[config.mk]
export PLATFORM = sky130hd
export DESIGN_NAME = dma_test_regs_flat
export DESIGN_NICKNAME = d
export VERILOG_FILES = /design/src/include/dma_test_pkg.sv /design/src/include/reg_link_if.sv /design/src/rtl/dma_test_regs.sv /design/src/flat_wrapper.sv
export SDC_FILE = /design/constraint.sdc
export NUM_CORES = 2
export LEC_CHECK = 0
export BUFFER_PORTS_ARGS = -buffer_cell sky130_fd_sc_hd__buf_2
export CAP_MARGIN = 25
export CORE_AREA = 2 2 645 1129
export DETAILED_ROUTE_END_ITERATION = 10
export DIE_AREA = 0 0 647 1131
export PLACE_DENSITY_LB_ADDON = 0.3
export SETUP_SLACK_MARGIN = 0.15
export SLEW_MARGIN = 40
export SYNTH_ARGS = -nofsm -noshare
export SYNTH_HDL_FRONTEND = slang
export SYNTH_MEMORY_MAX_BITS = 65536
export SYNTH_SLANG_ARGS = --single-unit
[constraint.sdc]
create_clock -name clk -period 13.5 [get_ports clk]
set_clock_uncertainty 0.1 [all_clocks]
set_input_delay 1.35 -clock clk [delete_from_list [all_inputs] [get_ports clk]]
set_output_delay 1.35 -clock clk [all_outputs]
set_load 0.03 [all_outputs]
[src/include/dma_test_pkg.sv]
// Constants shared by the DMA FIFO test register bank and its host-side driver.
// Summary of operation
// Acknowledge status reads one when acknowledge inactive.
// Upper nibble of test three reports revision.
// Flush moves FIFO to memory until software clears.
// FIFO byte flags readable during flush.
// Clear bit empties FIFO pointers, then self-clears.
// Pin mode limits fetch indicator to opcode phase.
// Write-invalidate enable gates that bus command.
// Return address captured on call, restored on return.
// Return address kept during memory-to-memory moves.
// Host never writes return address while running.
// Ten-bit offset counter split across two registers.
// Software computes residue with 7Fh or 3FFh mask.
// Burst inhibit forces single cycles everywhere.
// All-pins float bit tri-states every output.
// Storage data float tri-states data and parity.
// Shadow mode redirects return and base registers.
// Parity check enable gates master parity interrupt.
// Target reports write parity errors by PERR#.
// Lane select picks FIFO lane when top set.
// Address step advances pointer, then self-clears.
// Count step decrements counter, then self-clears.
// Depth select chooses 88 or 536 bytes.
// Lane port writes FIFO top, reads bottom.
// Direction bit sets or clears direction per polarity.
package dma_test_pkg;
    localparam logic [7:0] test_three_off   = 8'h1b;
    localparam logic [7:0] return_addr_off  = 8'h1c;
    localparam logic [7:0] offset_low_off   = 8'h20;
    localparam logic [7:0] test_four_off    = 8'h21;
    localparam logic [7:0] test_five_off    = 8'h22;
    localparam logic [7:0] lane_port_off    = 8'h23;
    localparam logic [7:0] structure_off    = 8'h10;
    localparam logic [7:0] test_two_off     = 8'h1a;
    localparam logic [7:0] test_one_off     = 8'h19;
    localparam logic [3:0] revision_value   = 4'h1;
    localparam int         flush_bit        = 3;
    localparam int         clear_bit        = 2;
    localparam int         pin_mode_bit     = 1;
    localparam int         invalidate_bit   = 0;
    localparam int         burst_bit        = 7;
    localparam int         float_all_bit    = 6;
    localparam int         float_data_bit   = 5;
    localparam int         shadow_bit       = 4;
    localparam int         parity_bit       = 3;
    localparam int         lane_top_bit     = 2;
    localparam int         addr_step_bit    = 7;
    localparam int         count_step_bit   = 6;
    localparam int         depth_bit        = 5;
    localparam int         polarity_bit     = 4;
    localparam int         direction_bit    = 3;
    localparam logic [7:0] test_four_reset  = 8'h00;
    localparam logic [3:0] test_three_reset = 4'h0;
    localparam int         small_depth      = 88;
    localparam int         large_depth      = 536;
    localparam logic [9:0] small_mask       = 10'h07f;
    localparam logic [9:0] large_mask       = 10'h3ff;
    localparam int         fifo_words       = 134;
endpackage : dma_test_pkg

[src/include/reg_link_if.sv]
// Register access link between the host driver and the test register bank.
`timescale 1ns/10ps
interface reg_link_if;
    logic [7:0]  addr;
    logic [31:0] wdata;
    logic [3:0]  wstrb;
    logic        wr;
    logic        rd;
    logic [31:0] rdata;
    logic        ack;
    modport dev  (input addr, input wdata, input wstrb, input wr, input rd,
                  output rdata, output ack);
    modport host (output addr, output wdata, output wstrb, output wr, output rd,
                  input rdata, input ack);
endinterface : reg_link_if

[src/rtl/dma_test_regs.sv]
// Chip-test and DMA control register bank with its DMA FIFO test path.
`timescale 1ns/10ps
module dma_test_regs
(
    // Clock and reset.
    input  wire logic        clk,
    input  wire logic        rst,
    // Register link.
    reg_link_if.dev          bus,
    // Core status and events.
    input  wire logic        data_ack_n,
    input  wire logic        call_exec,
    input  wire logic        return_exec,
    input  wire logic        mem_move_active,
    input  wire logic        program_running,
    input  wire logic [31:0] call_return_ptr,
    input  wire logic        core_byte_moved,
    input  wire logic        fetch_cycle,
    input  wire logic        fetch_opcode,
    input  wire logic        invalidate_ok,
    input  wire logic        master_parity_err,
    // Core controls.
    output logic [31:0]      ip_load_value,
    output logic             ip_load,
    output logic             opcode_pin_n,
    output logic             use_invalidate,
    output logic             burst_allow,
    output logic             pins_oe_n,
    output logic             storage_data_oe_n,
    output logic             master_parity_irq,
    output logic             to_host_direction,
    output logic             flush_active,
    output logic             fifo_depth_large,
    output logic [31:0]      next_address_pointer,
    output logic [23:0]      transfer_byte_counter
);
    logic [3:0]  ctl_three_reg;
    logic [7:0]  test_four_reg;
    logic [5:0]  test_five_reg;
    logic [31:0] return_address_reg;
    logic [31:0] shadow_return_address;
    logic [31:0] structure_base_reg;
    logic [31:0] shadow_structure_base;
    logic [9:0]  offset_count_reg;
    logic [31:0] fifo_mem [0:dma_test_pkg::fifo_words-1];
    logic [7:0]  top_ptr_reg;
    logic [7:0]  bot_ptr_reg;
    logic [3:0]  byte_full_reg;
    logic [3:0]  byte_empty_reg;
    logic [1:0]  lane;
    logic        wr_three, wr_four, wr_five, wr_ret, wr_port, wr_base, rd_port;
    logic [2:0]  step_amt;
    logic [31:0] rdata_next;

    assign wr_three = bus.wr && bus.addr == dma_test_pkg::test_three_off;
    assign wr_ret   = bus.wr && bus.addr == dma_test_pkg::return_addr_off;
    assign wr_four  = bus.wr && bus.addr == dma_test_pkg::test_four_off;
    assign wr_five  = bus.wr && bus.addr == dma_test_pkg::test_five_off;
    assign wr_port  = bus.wr && bus.addr == dma_test_pkg::lane_port_off;
    assign rd_port  = bus.rd && bus.addr == dma_test_pkg::lane_port_off;
    assign wr_base  = bus.wr && bus.addr == dma_test_pkg::structure_off;

    // Flush, pin mode and invalidate enable; clear is a one-cycle pulse.
    always_ff @(posedge clk or posedge rst)
    begin
        if (rst)
            ctl_three_reg <= dma_test_pkg::test_three_reset;
        else if (wr_three)
            ctl_three_reg <= bus.wdata[3:0];
        else
            ctl_three_reg[dma_test_pkg::clear_bit] <= 1'b0;
    end

    always_ff @(posedge clk or posedge rst)
    begin
        if (rst)
            test_four_reg <= dma_test_pkg::test_four_reset;
        else if (wr_four)
            test_four_reg <= bus.wdata[7:0];
    end

    // Test five keeps step, depth, polarity and bit 2; the direction bit only loads to_host_direction.
    always_ff @(posedge clk or posedge rst)
    begin
        if (rst)
            test_five_reg <= 6'h00;
        else if (wr_five)
        begin
            test_five_reg[5:4] <= bus.wdata[7:6];
            test_five_reg[3:2] <= bus.wdata[5:4];
            test_five_reg[0]   <= bus.wdata[2];
        end
        else
            test_five_reg[5:4] <= 2'h0;
    end

    always_ff @(posedge clk or posedge rst)
    begin
        if (rst)
            to_host_direction <= 1'b0;
        else if (wr_five && bus.wdata[dma_test_pkg::direction_bit])
            to_host_direction <= test_five_reg[2];
    end

    assign step_amt = (transfer_byte_counter < 24'h4) ? transfer_byte_counter[2:0]
                    : 3'h4 - {1'b0, next_address_pointer[1:0]};

    always_ff @(posedge clk or posedge rst)
    begin
        if (rst)
        begin
            next_address_pointer  <= 32'h0;
            transfer_byte_counter <= 24'h0;
        end
        else
        begin
            if (test_five_reg[5])
                next_address_pointer <= next_address_pointer + {29'h0, step_amt};
            if (test_five_reg[4])
                transfer_byte_counter <= transfer_byte_counter - {21'h0, step_amt};
        end
    end

    // Return and base registers with shadows; moves leave the main copy alone.
    always_ff @(posedge clk or posedge rst)
    begin
        if (rst)
        begin
            return_address_reg    <= 32'h0;
            shadow_return_address <= 32'h0;
            structure_base_reg    <= 32'h0;
            shadow_structure_base <= 32'h0;
        end
        else
        begin
            if (wr_ret && test_four_reg[dma_test_pkg::shadow_bit])
                shadow_return_address <= bus.wdata;
            else if (wr_ret && !program_running)
                return_address_reg <= bus.wdata;
            else if (call_exec && !mem_move_active)
                return_address_reg <= call_return_ptr;
            if (wr_base && test_four_reg[dma_test_pkg::shadow_bit])
                shadow_structure_base <= bus.wdata;
            else if (wr_base)
                structure_base_reg <= bus.wdata;
        end
    end

    assign ip_load       = return_exec;
    assign ip_load_value = return_address_reg;

    // Byte offset counter of core-to-DMA traffic.
    always_ff @(posedge clk or posedge rst)
    begin
        if (rst)
            offset_count_reg <= 10'h0;
        else if (ctl_three_reg[dma_test_pkg::clear_bit])
            offset_count_reg <= 10'h0;
        else if (core_byte_moved)
            offset_count_reg <= offset_count_reg + 10'h1;
    end

    assign lane = test_four_reg[dma_test_pkg::lane_top_bit] ? test_four_reg[1:0]
                : next_address_pointer[1:0];

    // FIFO lane test path: writes fill the top, reads drain the bottom.
    always_ff @(posedge clk or posedge rst)
    begin
        if (rst)
        begin
            top_ptr_reg     <= 8'h0;
            bot_ptr_reg     <= 8'h0;
            byte_full_reg   <= 4'h0;
            byte_empty_reg  <= 4'hf;
        end
        else if (ctl_three_reg[dma_test_pkg::clear_bit])
        begin
            top_ptr_reg    <= 8'h0;
            bot_ptr_reg    <= 8'h0;
            byte_full_reg  <= 4'h0;
            byte_empty_reg <= 4'hf;
        end
        else
        begin
            if (wr_port)
            begin
                byte_full_reg[lane]  <= 1'b1;
                byte_empty_reg[lane] <= 1'b0;
                if (lane == 2'h3)
                    top_ptr_reg <= top_ptr_reg + 8'h1;
            end
            if (rd_port)
            begin
                byte_empty_reg[lane] <= 1'b1;
                if (lane == 2'h3)
                    bot_ptr_reg <= bot_ptr_reg + 8'h1;
            end
        end
    end

    // The array itself has no reset; a clear only resets the pointers and byte flags.
    always_ff @(posedge clk)
    begin
        if (wr_port && !ctl_three_reg[dma_test_pkg::clear_bit])
            fifo_mem[top_ptr_reg][lane*8 +: 8] <= bus.wdata[7:0];
    end

    always_comb
    begin
        case (bus.addr)
            dma_test_pkg::test_two_off:
                rdata_next = {31'h0, data_ack_n};
            dma_test_pkg::test_three_off:
                rdata_next = {24'h0, dma_test_pkg::revision_value, ctl_three_reg};
            dma_test_pkg::return_addr_off:
                rdata_next = test_four_reg[dma_test_pkg::shadow_bit] ? shadow_return_address
                           : return_address_reg;
            dma_test_pkg::structure_off:
                rdata_next = test_four_reg[dma_test_pkg::shadow_bit] ? shadow_structure_base
                           : structure_base_reg;
            dma_test_pkg::offset_low_off:
                rdata_next = {24'h0, offset_count_reg[7:0]};
            dma_test_pkg::test_four_off:
                rdata_next = {24'h0, test_four_reg};
            dma_test_pkg::test_five_off:
                rdata_next = {24'h0, test_five_reg[5:4], test_five_reg[3:2],
                              to_host_direction, test_five_reg[0], offset_count_reg[9:8]};
            dma_test_pkg::test_one_off:
                rdata_next = {24'h0, byte_empty_reg, byte_full_reg};
            default:
                rdata_next = 32'h0;
        endcase
    end

    always_ff @(posedge clk or posedge rst)
    begin
        if (rst)
        begin
            bus.rdata <= 32'h0;
            bus.ack   <= 1'b0;
        end
        else
        begin
            bus.ack   <= bus.rd || bus.wr;
            bus.rdata <= rd_port ? {24'h0, fifo_mem[bot_ptr_reg][lane*8 +: 8]} : rdata_next;
        end
    end

    assign flush_active      = ctl_three_reg[dma_test_pkg::flush_bit];
    assign opcode_pin_n      = !(fetch_cycle && (fetch_opcode
                             || !ctl_three_reg[dma_test_pkg::pin_mode_bit]));
    assign use_invalidate    = invalidate_ok && ctl_three_reg[dma_test_pkg::invalidate_bit];
    assign burst_allow       = !test_four_reg[dma_test_pkg::burst_bit];
    assign pins_oe_n         = test_four_reg[dma_test_pkg::float_all_bit];
    assign storage_data_oe_n = test_four_reg[dma_test_pkg::float_all_bit]
                             || test_four_reg[dma_test_pkg::float_data_bit];
    assign master_parity_irq = master_parity_err
                             && test_four_reg[dma_test_pkg::parity_bit];
    assign fifo_depth_large  = test_five_reg[3];
endmodule : dma_test_regs

[src/flat_wrapper.sv]
// flat-port wrapper written by rule: the top's interface ports become plain ports
module dma_test_regs_flat 
  (clk, rst, data_ack_n, call_exec, return_exec, mem_move_active, program_running, call_return_ptr, core_byte_moved, fetch_cycle, fetch_opcode, invalidate_ok, master_parity_err, ip_load_value, ip_load, opcode_pin_n, use_invalidate, burst_allow, pins_oe_n, storage_data_oe_n, master_parity_irq, to_host_direction, flush_active, fifo_depth_large, next_address_pointer, transfer_byte_counter, bus_addr, bus_wdata, bus_wstrb, bus_wr, bus_rd, bus_rdata, bus_ack);
  reg_link_if bus_i ();
  input  wire logic clk;
  input  wire logic rst;
  input  wire logic data_ack_n;
  input  wire logic call_exec;
  input  wire logic return_exec;
  input  wire logic mem_move_active;
  input  wire logic program_running;
  input  wire logic [31:0] call_return_ptr;
  input  wire logic core_byte_moved;
  input  wire logic fetch_cycle;
  input  wire logic fetch_opcode;
  input  wire logic invalidate_ok;
  input  wire logic master_parity_err;
  output logic [31:0] ip_load_value;
  output logic ip_load;
  output logic opcode_pin_n;
  output logic use_invalidate;
  output logic burst_allow;
  output logic pins_oe_n;
  output logic storage_data_oe_n;
  output logic master_parity_irq;
  output logic to_host_direction;
  output logic flush_active;
  output logic fifo_depth_large;
  output logic [31:0] next_address_pointer;
  output logic [23:0] transfer_byte_counter;
  input wire logic [$bits(bus_i.addr)-1:0] bus_addr;
  input wire logic [$bits(bus_i.wdata)-1:0] bus_wdata;
  input wire logic [$bits(bus_i.wstrb)-1:0] bus_wstrb;
  input wire logic [$bits(bus_i.wr)-1:0] bus_wr;
  input wire logic [$bits(bus_i.rd)-1:0] bus_rd;
  output wire logic [$bits(bus_i.rdata)-1:0] bus_rdata;
  output wire logic [$bits(bus_i.ack)-1:0] bus_ack;
  assign bus_i.addr = bus_addr;
  assign bus_i.wdata = bus_wdata;
  assign bus_i.wstrb = bus_wstrb;
  assign bus_i.wr = bus_wr;
  assign bus_i.rd = bus_rd;
  assign bus_rdata = bus_i.rdata;
  assign bus_ack = bus_i.ack;
  dma_test_regs u_core (.clk(clk), .rst(rst), .bus(bus_i), .data_ack_n(data_ack_n), .call_exec(call_exec), .return_exec(return_exec), .mem_move_active(mem_move_active), .program_running(program_running), .call_return_ptr(call_return_ptr), .core_byte_moved(core_byte_moved), .fetch_cycle(fetch_cycle), .fetch_opcode(fetch_opcode), .invalidate_ok(invalidate_ok), .master_parity_err(master_parity_err), .ip_load_value(ip_load_value), .ip_load(ip_load), .opcode_pin_n(opcode_pin_n), .use_invalidate(use_invalidate), .burst_allow(burst_allow), .pins_oe_n(pins_oe_n), .storage_data_oe_n(storage_data_oe_n), .master_parity_irq(master_parity_irq), .to_host_direction(to_host_direction), .flush_active(flush_active), .fifo_depth_large(fifo_depth_large), .next_address_pointer(next_address_pointer), .transfer_byte_counter(transfer_byte_counter));
endmodule
==> results by group <==
Outcome
  – Status: finished, final reports clean

Timing
  – Slew margin rel.: a little under a third
  – Max-slew violations: 0
  – Final min period: approximately 6.4 ns
  – Fin. Hold Viols: 0
  – Hold_ws: 0.212 ns
  – Period utilization: between 40% and 50%
  – Setup violators final: 0
  – Total Negative Setup Slacks: 0 ns
  – RSZ-0062 raised after global routing: no
  – Fmax: 156 MHz
  – Worst-margin pin slew: around 1 ns

Synthesis
  – Sequential fraction of the synthesis area: approximately 75%
  – Synth cell count leaders: edfxtp_1, mux4_2, nor2_1
  – Post-synth EDFFs: between 4000 and 5000
  – Top-area cell type share of the netlist area: a little under three quarters
  – Cell Area, Synth: between 150000 and 200000 um^2
  – Synthesized flop and latch total: 4557
  – Syn avg cell area: between 15 and 20 um^2
  – YS warnings: 0
  – Synthesized net count: between 9000 and 10000
  – Most used DFF post-synth: edfxtp_1
  – Ys async rst share: ~5.9%
  – Count leader, synth: edfxtp_1
  – Yosys cell types: slightly above 90
  – Synth area leaders: edfxtp_1, mux4_2, dfrtp_1, mux2i_1, nor2_1
  – Cell taking the most area after synthesis: edfxtp_1
  – Cells after synthesis: 9026

Clock network
  – Post-cts hold buffer count: 0
  – Clock Path Buffers: 4
  – Setup bufs post-CTS: 0
  – CTS tree: built
  – H-tree Lvls: 5
  – Root Driver: clkbuf_16
  – Sink Count: 4557
  – CTS buffer count: 385
  – Post-CTS sizing: 0
  – Worst skew pair latency: just under 1 ns
  – Clk pin slew, worst setup/hold paths: approximately 0.08 ns

Layout
  – Layout Nets: 9501
  – Largest Register: u_core.fifo_mem
  – Layout cells sized above 1: about 29%
  – Synthesis-to-layout area growth: 15.0%
  – Max reg flops: around 4300
  – Filler instances: 71100

Floorplan
  – Die Span Y: roughly 1100 um
  – Starting Density: between 20 and 25%
  – CORE AREA: roughly 720000 um^2
  – Cell Rows: between 400 and 500
  – I/O Pins: between 200 and 250
  – Die width: around 650 um
  – Die area: ~730000 um^2

Global route
  – Met3 Track Usage GR: 2.12%
  – Vias in the first global route: 93900
  – Met2 Use GR: between 30% and 40%
  – First-pass GRT wire length: between 800000 and 900000 um
  – Gr busiest metal: met2
  – All-Layer GR Usage: between 10% and 20%
  – Met1 Track Usage GR: roughly 17%
  – Gr ovfl total: 0
  – Largest net degree at the start of global routing: around 110
  – Initial antenna violation count: 38

Placed design
  – GP Congestion: a little over 0.9
  – Detail Placement HPWL: 426000 um
  – IO Port Bufs: ~210

Setup path
  – RR Startpoint: u_core.bot_ptr_reg[1]
  – CP required: about 14 ns
  – Critical Path AT: between 7 and 8 ns
  – Worst Path Max Fanout: 43
  – Endpoint class of the critical path: register
  – Kind of critical path: reg -> reg
  – Reg-to-reg endpoint: u_core.bus.rdata[0]
  – R2R depth: 10
  – Critical path origin: u_core.bot_ptr_reg[1]
  – R2r setup slk: between 7 and 8 ns
  – Crit path launch type: register
  – Crit path to: u_core.bus.rdata[0]

Pwr
  – Total Power: about 27000 uW
  – VDD IR-drop max: ~120 uV
  – PwrDens: between 100 and 150 nW/um^2
  – Leak Pwr: a little under 0.07 uW

Drt
  – Final ANT Viol Nets: 0
  – Via density: around 4.8
  – Drt first pass iters: 9
  – WL final: about 620000 um
  – DR iter-0 viols: 9070
  – Avg WL per Cell: between 30 and 40 um
  – Vias: about 90000
  – DRC Markers: 0

Flow run
  – MaxCap Viol Count: 0

Min path
  – Hold Path Class: in -> async
==> power breakdown <==
part	total [uW]	switching, uW	internal, uW
registers	15300	43.2	15300
clock network	11400	5370	6020
logic	587	446	141
total	27300	5850	21500
==> how the worst min path moves through the flow <==
stage,startpoint,endpoint,slack [ns]
final,rst,u_core.transfer_byte_counter[19],0.21
after CTS,rst,u_core.transfer_byte_counter[19],0.36
after global placement,u_core.next_address_pointer[31],u_core.next_address_pointer[31],0.36
after floorplan,u_core.structure_base_reg[2],u_core.structure_base_reg[2],0.35
after detailed placement,u_core.next_address_pointer[31],u_core.next_address_pointer[31],0.36
after global routing,rst,u_core.transfer_byte_counter[19],0.19
==> worst max-delay path, stage by stage, from the launching register on <==
cell and delay, ns:
dfrtp_4 0.89, buf_4 0.62, buf_4 0.64, buf_4 0.72, mux4_2 0.43, mux4_2 0.52
mux2i_1 0.63, o22ai_1 0.18, nor3_1 0.66, o21ai_1 0.46, a2bb2oi_1 0.25
==> cell families (layout without fill, tap and decap cells) <==
logic type	count (synthesis)	count (layout)	synth area share [%]
xor gates and xnor gates	72	72	0.350
other	0	45	0
DFF	4557	4557	75.2
muxes	1656	1656	16.1
adders and majority gates	22	22	0.161
buffers and inverters	570	1254	2.08
and+or+nand+nor	1374	1374	3.22
AOI/OAI and AO/OA	775	775	2.90
==> stage by stage <==
| step | utilization (%) | instance area, um^2 | worst slack [ns] | instances |
|---|---|---|---|---|
| floorplan | - | 180000 | 2.88 | 9026 |
| global placement | 26.6 | 192000 | 7.11 | 18500 |
| detailed placement | 26.8 | 194000 | 7.16 | 18600 |
| CTS | 28.5 | 207000 | 7.15 | 19300 |
| global route | 28.6 | 207000 | 6.99 | 19300 |
| finish | 28.6 | 207000 | 7.08 | 19300 |
==> placed cells by master (no fill, tap or decap), types with 51 or more instances in the layout <==
master and instances:
buf_2 216, mux4_2 924, a221oi_1 51, o21ai_0 94, edfxtp_1 4288, clkbuf_1 62, a21oi_1 167, dfrtp_1 256
nor2_1 222, mux2i_1 568, buf_4 244, a22oi_1 94, clkinv_1 81, nand2_1 338, nand3_1 59, nor2_2 469
clkinv_2 89, clkbuf_16 390, mux2_2 116, o22ai_1 96
==> metal layers <==
metal / routed length (um) / up-vias
met4: 58600 / 6
li1: - / 37400
met3: 30900 / 1098
met2: 327000 / 3460
met5: 75 / -
met1: 208000 / 50200
==> area by class of cell <==
| cell class | instances | area (um^2) | area share [%] |
|---|---|---|---|
| inverters | 22 | 98.8 | 0.0477 |
| flip-flops and latches | 4557 | 136000 | 65.4 |
| diodes | 45 | 113 | 0.0544 |
| multi-input cells | 3899 | 43000 | 20.7 |
| repair buffers | 524 | 4040 | 1.95 |
| clock inverters | 250 | 2380 | 1.15 |
| clock buffers | 458 | 10100 | 4.85 |
| well taps | 9568 | 12000 | 5.78 |
Power figures use the tool's default switching activity.
